===== src/ack_ctrl_consts.svh =====
// constants for the acknowledge control block
`ifndef ACK_CTRL_CONSTS_SVH
`define ACK_CTRL_CONSTS_SVH
`define ACK_BIT_LAST_DATA 4'h8
`define ACK_BIT_ACK_SLOT 4'h9
`define ACK_BIT_ZERO 4'h0
`define ACK_BIT_STEP 4'h1
`define ACK_EXT_CODE 5'h1e
`define ACK_SHIFT_ZERO 8'h00
`endif


===== src/ack_ctrl_pkg.sv =====
// types shared by the acknowledge control modules
package ack_ctrl_pkg;
    typedef enum logic [1:0] {
        PH_IDLE,
        PH_ADDR,
        PH_DATA
    } phase_t;

    typedef struct packed {
        logic scl_meta;
        logic scl_sync;
        logic scl_prev;
        logic sda_meta;
        logic sda_sync;
        logic sda_prev;
        logic scl_rise;
        logic scl_fall;
        logic start_seen;
        logic stop_seen;
    } mon_state_t;

    typedef struct packed {
        phase_t phase;
        logic [3:0] bit_cnt;
        logic [7:0] shift;
        logic flag;
        logic selected;
        logic ext_seen;
        logic match;
        logic ack_drive;
        logic scl_hold;
    } ack_state_t;
endpackage : ack_ctrl_pkg


===== src/line_events_if.sv =====
// events seen on the serial clock and data lines
`timescale 1ns/10ps
interface line_events_if;
    logic scl_rise;
    logic scl_fall;
    logic start_seen;
    logic stop_seen;
    logic sda_level;
    modport src (
        output scl_rise,
        output scl_fall,
        output start_seen,
        output stop_seen,
        output sda_level
    );
    modport snk (
        input scl_rise,
        input scl_fall,
        input start_seen,
        input stop_seen,
        input sda_level
    );
endinterface : line_events_if


===== src/line_monitor.sv =====
// synchroniser and edge, start and stop detector for the bus lines
`timescale 1ns/10ps
module line_monitor (
    input wire logic i_clk,
    input wire logic i_rst,
    input wire logic i_scl,
    input wire logic i_sda,
    line_events_if.src ev
);
    ack_ctrl_pkg::mon_state_t s_q;
    ack_ctrl_pkg::mon_state_t s_d;

    // ****************************************
    // next state
    // ****************************************
    always_comb begin
        s_d = s_q;
        // meta flops feed only the sync flops
        s_d.scl_meta = i_scl;
        s_d.sda_meta = i_sda;
        s_d.scl_sync = s_q.scl_meta;
        s_d.sda_sync = s_q.sda_meta;
        s_d.scl_prev = s_q.scl_sync;
        s_d.sda_prev = s_q.sda_sync;
        s_d.scl_rise = s_q.scl_sync & ~s_q.scl_prev;
        s_d.scl_fall = ~s_q.scl_sync & s_q.scl_prev;
        // data edges while the clock is high mark start and stop
        s_d.start_seen = s_q.scl_sync & s_q.scl_prev
                         & s_q.sda_prev & ~s_q.sda_sync;
        s_d.stop_seen = s_q.scl_sync & s_q.scl_prev
                        & ~s_q.sda_prev & s_q.sda_sync;
    end

    // ****************************************
    // registers
    // ****************************************
    always_ff @(posedge i_clk) begin
        if (i_rst) begin
            s_q <= '{scl_meta: 1'b1, scl_sync: 1'b1, scl_prev: 1'b1,
                     sda_meta: 1'b1, sda_sync: 1'b1, sda_prev: 1'b1,
                     default: 1'b0};
        end else begin
            s_q <= s_d;
        end
    end

    assign ev.scl_rise = s_q.scl_rise;
    assign ev.scl_fall = s_q.scl_fall;
    assign ev.start_seen = s_q.start_seen;
    assign ev.stop_seen = s_q.stop_seen;
    assign ev.sda_level = s_q.sda_sync;
endmodule : line_monitor


===== src/i2c_acknowledge_control.sv =====
// acknowledge and wait control of a receiving bus interface unit
`timescale 1ns/10ps
`include "ack_ctrl_consts.svh"
module i2c_acknowledge_control (
    input wire logic I_REF_CLK,
    input wire logic I_RESET,
    input wire logic i_SCL_IN,
    input wire logic i_SDA_IN,
    input wire logic i_ACK_ENABLE_SET,
    input wire logic i_ACK_ENABLE_CLR,
    input wire logic i_BUS_UNIT_ENABLE,
    input wire logic i_WAIT_POINT_SELECT,
    input wire logic [6:0] i_OWN_SLAVE_ADDRESS,
    input wire logic i_WAIT_RELEASE,
    output logic o_SDA_OUT,
    output logic o_SDA_OE,
    output logic o_SCL_OUT,
    output logic o_SCL_OE,
    output logic o_ACK_ENABLE_FLAG,
    output logic o_ADDR_MATCH,
    output logic o_EXT_CODE,
    output logic o_WAIT_ACTIVE
);
    ack_ctrl_pkg::ack_state_t s_q;
    ack_ctrl_pkg::ack_state_t s_d;

    line_events_if ev ();

    line_monitor mon (
        .i_clk(I_REF_CLK),
        .i_rst(I_RESET),
        .i_scl(i_SCL_IN),
        .i_sda(i_SDA_IN),
        .ev(ev.src)
    );

    // ****************************************
    // address decode
    // ****************************************
    function automatic logic is_ext_code(input logic [7:0] b);
        is_ext_code = (b[7:3] == `ACK_EXT_CODE);
    endfunction : is_ext_code

    function automatic logic is_match(input logic [7:0] b,
                                      input logic [6:0] own);
        is_match = (b[7:1] == own);
    endfunction : is_match

    // ****************************************
    // next state
    // ****************************************
    always_comb begin
        s_d = s_q;
        // set wins over a clear in the same cycle
        if (i_ACK_ENABLE_SET) begin
            s_d.flag = 1'b1;
        end else if (i_ACK_ENABLE_CLR) begin
            s_d.flag = 1'b0;
        end
        if (i_WAIT_RELEASE) begin
            s_d.scl_hold = 1'b0;
        end
        if (!i_BUS_UNIT_ENABLE) begin
            // disabled unit drives nothing whatever the flag says
            s_d.phase = ack_ctrl_pkg::PH_IDLE;
            s_d.bit_cnt = `ACK_BIT_ZERO;
            s_d.ack_drive = 1'b0;
            s_d.scl_hold = 1'b0;
            s_d.selected = 1'b0;
            s_d.ext_seen = 1'b0;
            s_d.match = 1'b0;
        end else if (ev.stop_seen) begin
            s_d.phase = ack_ctrl_pkg::PH_IDLE;
            s_d.bit_cnt = `ACK_BIT_ZERO;
            s_d.ack_drive = 1'b0;
            s_d.selected = 1'b0;
        end else if (ev.start_seen) begin
            // a restart abandons any byte in progress
            s_d.phase = ack_ctrl_pkg::PH_ADDR;
            s_d.bit_cnt = `ACK_BIT_ZERO;
            s_d.ack_drive = 1'b0;
            s_d.selected = 1'b0;
            s_d.ext_seen = 1'b0;
            s_d.match = 1'b0;
        end else if (s_q.phase != ack_ctrl_pkg::PH_IDLE) begin
            if (ev.scl_rise) begin
                s_d.bit_cnt = s_q.bit_cnt + `ACK_BIT_STEP;
                if (s_q.bit_cnt < `ACK_BIT_LAST_DATA) begin
                    s_d.shift = {s_q.shift[6:0], ev.sda_level};
                end
            end
            if (ev.scl_fall && s_q.bit_cnt == `ACK_BIT_LAST_DATA) begin
                unique case (s_q.phase)
                    ack_ctrl_pkg::PH_ADDR: begin
                        s_d.match = is_match(s_q.shift,
                                             i_OWN_SLAVE_ADDRESS);
                        s_d.ext_seen = is_ext_code(s_q.shift);
                        s_d.selected = s_d.match | s_d.ext_seen;
                        // match acks always, extension code by flag
                        s_d.ack_drive = s_d.match
                            | (s_d.ext_seen & s_q.flag);
                        if (s_d.ext_seen && !s_d.match) begin
                            s_d.scl_hold = 1'b1;
                        end
                    end
                    ack_ctrl_pkg::PH_DATA: begin
                        s_d.ack_drive = s_q.flag;
                        if (!i_WAIT_POINT_SELECT) begin
                            s_d.scl_hold = 1'b1;
                        end
                    end
                    default: begin
                        s_d.ack_drive = 1'b0;
                    end
                endcase
            end
            if (ev.scl_fall && s_q.bit_cnt == `ACK_BIT_ACK_SLOT) begin
                // ack held for the whole ninth period, dropped here
                s_d.ack_drive = 1'b0;
                s_d.bit_cnt = `ACK_BIT_ZERO;
                if (s_q.phase == ack_ctrl_pkg::PH_ADDR && s_q.match) begin
                    s_d.scl_hold = 1'b1;
                end
                if (s_q.phase == ack_ctrl_pkg::PH_DATA
                    && i_WAIT_POINT_SELECT) begin
                    s_d.scl_hold = 1'b1;
                end
                // unaddressed unit stays silent until the next start
                s_d.phase = s_q.selected ? ack_ctrl_pkg::PH_DATA
                                         : ack_ctrl_pkg::PH_IDLE;
            end
        end
    end

    // ****************************************
    // registers
    // ****************************************
    always_ff @(posedge I_REF_CLK) begin
        if (I_RESET) begin
            s_q <= '{phase: ack_ctrl_pkg::PH_IDLE,
                     bit_cnt: `ACK_BIT_ZERO,
                     shift: `ACK_SHIFT_ZERO,
                     default: 1'b0};
        end else begin
            s_q <= s_d;
        end
    end

    // ****************************************
    // outputs
    // ****************************************
    // lines are open drain: only ever pulled low
    assign o_SDA_OUT = 1'b0;
    assign o_SDA_OE = s_q.ack_drive;
    assign o_SCL_OUT = 1'b0;
    assign o_SCL_OE = s_q.scl_hold;
    assign o_ACK_ENABLE_FLAG = s_q.flag;
    assign o_ADDR_MATCH = s_q.match;
    assign o_EXT_CODE = s_q.ext_seen;
    assign o_WAIT_ACTIVE = s_q.scl_hold;
endmodule : i2c_acknowledge_control


===== config.mk =====
export PLATFORM = sky130hd
export DESIGN_NAME = i2c_acknowledge_control
export DESIGN_NICKNAME = d
export VERILOG_FILES = /design/src/ack_ctrl_pkg.sv /design/src/line_events_if.sv /design/src/line_monitor.sv /design/src/i2c_acknowledge_control.sv
export VERILOG_INCLUDE_DIRS = /design/src
export SDC_FILE = /design/constraint.sdc
export NUM_CORES = 1
export LEC_CHECK = 0
export BUFFER_PORTS_ARGS = -buffer_cell sky130_fd_sc_hd__buf_2
export CAP_MARGIN = 20
export CORE_UTILIZATION = 55
export CTS_CLUSTER_DIAMETER = 120
export DETAILED_ROUTE_END_ITERATION = 6
export GPL_ROUTABILITY_DRIVEN = 0
export PLACE_DENSITY = 0.87
export SLEW_MARGIN = 5
export SYNTH_ARGS = -nofsm -noshare
export SYNTH_HDL_FRONTEND = slang
export SYNTH_HIERARCHICAL = 1
export SYNTH_SLANG_ARGS = --single-unit

===== constraint.sdc =====
create_clock -name I_REF_CLK -period 2.4 [get_ports I_REF_CLK]
set_clock_uncertainty 0.05 [all_clocks]
set_input_delay 0.24 -clock I_REF_CLK [delete_from_list [all_inputs] [get_ports I_REF_CLK]]
set_output_delay 0.24 -clock I_REF_CLK [all_outputs]
set_load 0.01 [all_outputs]

Word level (Yosys, flattened, before mapping)
Index checks and enable logic that the tools add are counted.
{"block": "word_totals", "register_bits": 30}
{"block": "op_classes", "bitwise": 17, "reduce_logical": 24, "n_mux": 22, "eq_ne": 6, "n_addsub": 1, "n_lt_le_gt_ge": 1}
{"cell": "2-bit nonzero test", "count": 8}
{"cell": "13-bit two-way mux", "count": 1}
{"cell": "12-bit two-way mux", "count": 1}
{"cell": "5-bit two-way mux", "count": 2}
{"cell": "1-bit two-way mux", "count": 9}
{"cell": "1-bit AND", "count": 8}
{"cell": "4-bit equality test, second input constant", "count": 2}
{"cell": "4-bit two-way mux", "count": 2}
{"cell": "8-bit two-way mux", "count": 1}
{"cell": "2-bit AND reduction", "count": 4}
{"cell": "7-bit equality test", "count": 1}
{"cell": "1-bit NOT", "count": 7}
{"cell": "2-bit two-way mux", "count": 3}
{"cell": "6-bit AND reduction", "count": 1}
{"cell": "5-bit equality test, second input constant", "count": 1}
{"cell": "1-bit logical AND", "count": 5}
{"cell": "4-bit by 1-bit adder with 4-bit output, second input constant", "count": 1}
{"cell": "4-bit less-than comparator, second input constant", "count": 1}
{"cell": "1-bit one-hot mux with 2 select lines", "count": 2}
{"cell": "4-bit AND reduction", "count": 1}
{"cell": "4-bit OR reduction", "count": 1}
{"cell": "3-bit two-way mux", "count": 1}
{"cell": "3-bit AND reduction", "count": 1}
{"cell": "3-bit OR reduction", "count": 1}
{"cell": "5 further kinds", "count": 6}

Longest topological paths before layout
{"block": "logic_depth", "depth_word": 12, "ltp_mapped": 7, "depth_no_buf": 6}

Hierarchy
The synthesis kept the hierarchy.
{"mod": "i2c_acknowledge_control", "cells_each": 130, "seq_area_each_um2": 400.4, "area_per_inst_um2": 1162.4, "n_inst": 1}
{"mod": "line_monitor", "cells_each": 22, "seq_area_each_um2": 200.2, "area_per_inst_um2": 300.3, "n_inst": 1}

Least setup slack after synthesis
OpenSTA, ideal clock, no wires.
{"block": "synth_timing", "path_kind": "register to register", "from": "register s_q[18] (netlist bit)", "to": "register s_q[10] (netlist bit)", "synth_period_minus_slack_ns": 1.699, "required_time_ns": 2.222, "path_stages_with_launch": 8, "setup_time_ns": 0.128, "arrival_ns": 1.522, "n_path_buf": 1, "setup_slack_ns": 0.701, "cell_sequence": "dfxtp_1 -> inv_1 -> ha_1 -> nor3_1 -> and4_1 -> buf_2 -> mux2i_1 -> nor2_1"}
{"block": "synth_between", "elab_chain_len": 2}
{"item": "start, declared", "line_no": "i2c_acknowledge_control.sv:24", "source": "ack_ctrl_pkg::ack_state_t s_q;"}
{"item": "start signal, assigned", "line_no": "i2c_acknowledge_control.sv:140", "source": "s_q <= '{phase: ack_ctrl_pkg::PH_IDLE,"}
{"item": "2-bit nonzero test", "line_no": "i2c_acknowledge_control.sv:85", "source": "end else if (s_q.phase != ack_ctrl_pkg::PH_IDLE) begin"}
{"item": "6-bit AND reduction (no source line)"}
No other way between the ends.
A chain may end at the register's enable or synchronous reset.

Worst setup path after layout
{"block": "layout_timing", "from": "register s_q[18] (netlist bit)", "to": "register s_q[11] (netlist bit)"}
Same word-level chain as after synthesis.

==> results_dict.tcl <==
set metrics [dict create \
    regArea_um2 601 \
    worstSetupStartpoint "s_q[18]" \
    cts_tree "done" \
    final_cells 207 \
    hold_ws_ps 33.9 \
    rsz0062_at_grt "no" \
    fillers 211 \
    crit_type "flip-flop to flip-flop" \
    yosysMostFrequentCell "dfxtp_1" \
    crit_required_ps 2560 \
    multiInputGateArea_um2 801 \
    status "completed" \
    routed.top_layer "met4" \
    gr-total-overflow 0 \
    die_y_um 53.6 \
    synth_edf_count 0 \
    diodes 0 \
    syn_inst 152 \
    synth_top_area_share_pct 41.1 \
    post_drt_wl_per_cell_um 14.2 \
    initial_core_util_pct 58.5 \
    synth-main-ff-cell "dfxtp_1" \
    final_cell_area_mm2 0.00164 \
    drive_above_1_share_pct 23.7 \
    gr-usage-all-layers_pct 23.9 \
    synth_compound_area_share_pct 10.6 \
    fp.dieW_um 53.6 \
    cts_max_path_buffers 2 \
    r2r_end "s_q[11]" \
    cp-start-kind "flip-flop" \
    ctsHoldBuffers 0 \
    wl_met2_um 1460 \
    crit_path_end_kind "flip-flop" \
    finalHoldViolations 0 \
    cpMaxStageDelayCell "and4_1" \
    wl_um 2940 \
    max_freq_ghz 0.480 \
    wl_met1_um 1270 \
    min_path_cells 2 \
    yosys.area_share.simple_pct 28.1 \
    grt_max_degree 21 \
    holdPathEnd "mon/s_d[5]" \
    cp.arrival_ps 2240 \
    via_count 1176 \
    synth-xor-area-share_pct 4.19 \
    synth_area_per_cell_um2 9.62 \
    dp.cells 199 \
    r2r_setup_slack_ps 320 \
    drt_iter0_drc 35 \
    fin_nets 198 \
    async_reset_ff_share_pct 0 \
    place_hpwl_um 2250 \
    grt_pass1_wl_um 4850 \
    r2r_cells 6 \
    drc 0 \
    cap_violations 0 \
    synth_area_mm2 0.00146 \
    postPlaceCellArea_mm2 0.00158 \
    path_cells "inv_1 > ha_1 > nor3_1 > and4_1 > mux2i_1 > nor2_1" \
    cts_buffers 5 \
    synth_top_family_by_area "simple AND/OR/NAND/NOR gates" \
    antenna_left 0 \
    synthToLayoutAreaGrowth_pct 12.2 \
    clk_pin_slew_ps 100 \
    tns_ps 0 \
    post_cts_buffers 0 \
    cts-resized-gates 0 \
    yosysTopAreaCell "dfxtp_1" \
    clockRootBuffer "clkbuf_4" \
    p_leak_nw 0.684 \
    std_cell_rows 18 \
    synth_mux_area_share_pct 6.16 \
    h-tree-depth 2 \
    max_stage_delay_ps 540 \
    io_pins 24 \
    ys_seq_area_share_pct 41.1 \
    period_needed_ps 2080 \
    core_mm2 0.00250 \
    synth_fa_ha_area_share_pct 5.13 \
    synth_common_cells "30 x dfxtp_1, 13 x nor2_1, 9 x inv_1, 9 x mux2i_1" \
    cts_num_sinks 30 \
    setup_violations 0 \
    peakVddDrop_uv 379 \
    drt_pass1_iterations 4 \
    die_area_mm2 0.00287 \
    synth-seq-cells 30 \
    vias_per_cell 5.68 \
    antenna_found_initial 0 \
    min_path_type "input port to flip-flop" \
    met3_length_um 160 \
    finalMaxSlewViolations 0 \
    clkLatencyLatePin_ps 320 \
    yosysWarningCount 6 \
    cp_top_family "simple AND/OR/NAND/NOR gates" \
    path_buf_inv 1 \
    p_per_area_mw_per_mm2 533 \
    cp_max_fo 8 \
    reg2reg_from "s_q[18]" \
    ys_top_cells_by_area "dfxtp_1 41%, mux2i_1 6.2%, ha_1 5.1%, xor2_1 4.2%, nor2_1 3.3%" \
    hp-start "i_SDA_IN" \
    portBuffers 21 \
    ys_types 42 \
    min_period_over_period_pct 86.8 \
    first_global_vias 1106 \
]
[registers in the layout (all words and copies together) (netlist names)]
| register | count |
|---|---|
| mon/s_q | 2 |
| o_ACK_ENABLE_FLAG | 1 |
| mon/ev.scl_fall | 1 |
| mon/ev.stop_seen | 1 |
| s_q | 15 |
| o_ADDR_MATCH | 1 |
| mon/ev.start_seen | 1 |
| o_SDA_OE | 1 |
| mon/s_d | 3 |
| o_EXT_CODE | 1 |
| o_SCL_OE | 1 |
| mon/ev.scl_rise | 1 |
| mon/ev.sda_level | 1 |
[where the power goes]
group | switching [mW] | internal (mW)
registers | 0.00612 | 0.504
clock network | 0.174 | 0.141
logic | 0.0263 | 0.0228
total | 0.207 | 0.668
[cells in the final DEF, fill, tap and decap left out, drive strengths merged, types with 2 or more instances in the layout]
cell,Yosys,layout
inv,9,9
mux2i,9,9
nor3b,3,3
conb,1,2
xor2,7,7
nor2,14,14
nand4,2,2
nand3b,4,4
nand3,3,3
dfxtp,30,30
nand2,6,6
nor2b,4,4
buf,4,21
o21bai,2,2
a31oi,2,2
o311a,2,2
ha,6,6
o21ai,6,6
nor3,7,7
a21oi,5,5
nand2b,2,2
clkbuf,1,6
or2,7,7
o41ai,2,2
a32oi,3,3
[through the flow]
stage / power (mW) / setup slack (ps) / utilization, %
final: 0.874 / 318 / 65.7
after CTS: 0.880 / 328 / 65.7
after global placement: 0.568 / 496 / 63.1
after global routing: 0.912 / 207 / 65.7
after floorplan: 0.550 / 701 / -
after detailed placement: 0.571 / 342 / 63.1
[area by class of cell]
| type | count | area share [%] |
|---|---|---|
| multi-input combinational | 109 | 48.8 |
| timing repair buffer | 21 | 6.40 |
| tap | 30 | 2.29 |
| clock buffer | 6 | 3.13 |
| clock inverter | 2 | 0.762 |
| inverter | 9 | 2.06 |
| sequential | 30 | 36.6 |
[metal layers]
| metal | global-route usage (%) | vias up |
|---|---|---|
| li1 | - | 579 |
| met3 | 5.93 | 7 |
| met4 | 12.7 | 0 |
| met5 | 0 | - |
| met1 | 26.4 | 545 |
| met2 | 41.9 | 45 |
[how the worst max path moves through the flow]
stage	endpoint	slack, ps	cells after the start
5_1_grt	s_q[10]	210	6
3_5_place_dp	s_q[6]	340	6
4_1_cts	s_q[11]	330	6
2_1_floorplan	s_q[10]	700	7
3_3_place_gp	s_q[7]	500	6
6_report	s_q[11]	320	6
[logic make-up after synthesis]
| group | Yosys count |
|---|---|
| buf+inv | 14 |
| flops | 30 |
| other cells | 1 |
| fa+ha+maj | 6 |
| simple gates | 62 |
| compound gates | 23 |
| mux | 9 |
| xor+xnor | 7 |
(Power assumes the default switching activity.)
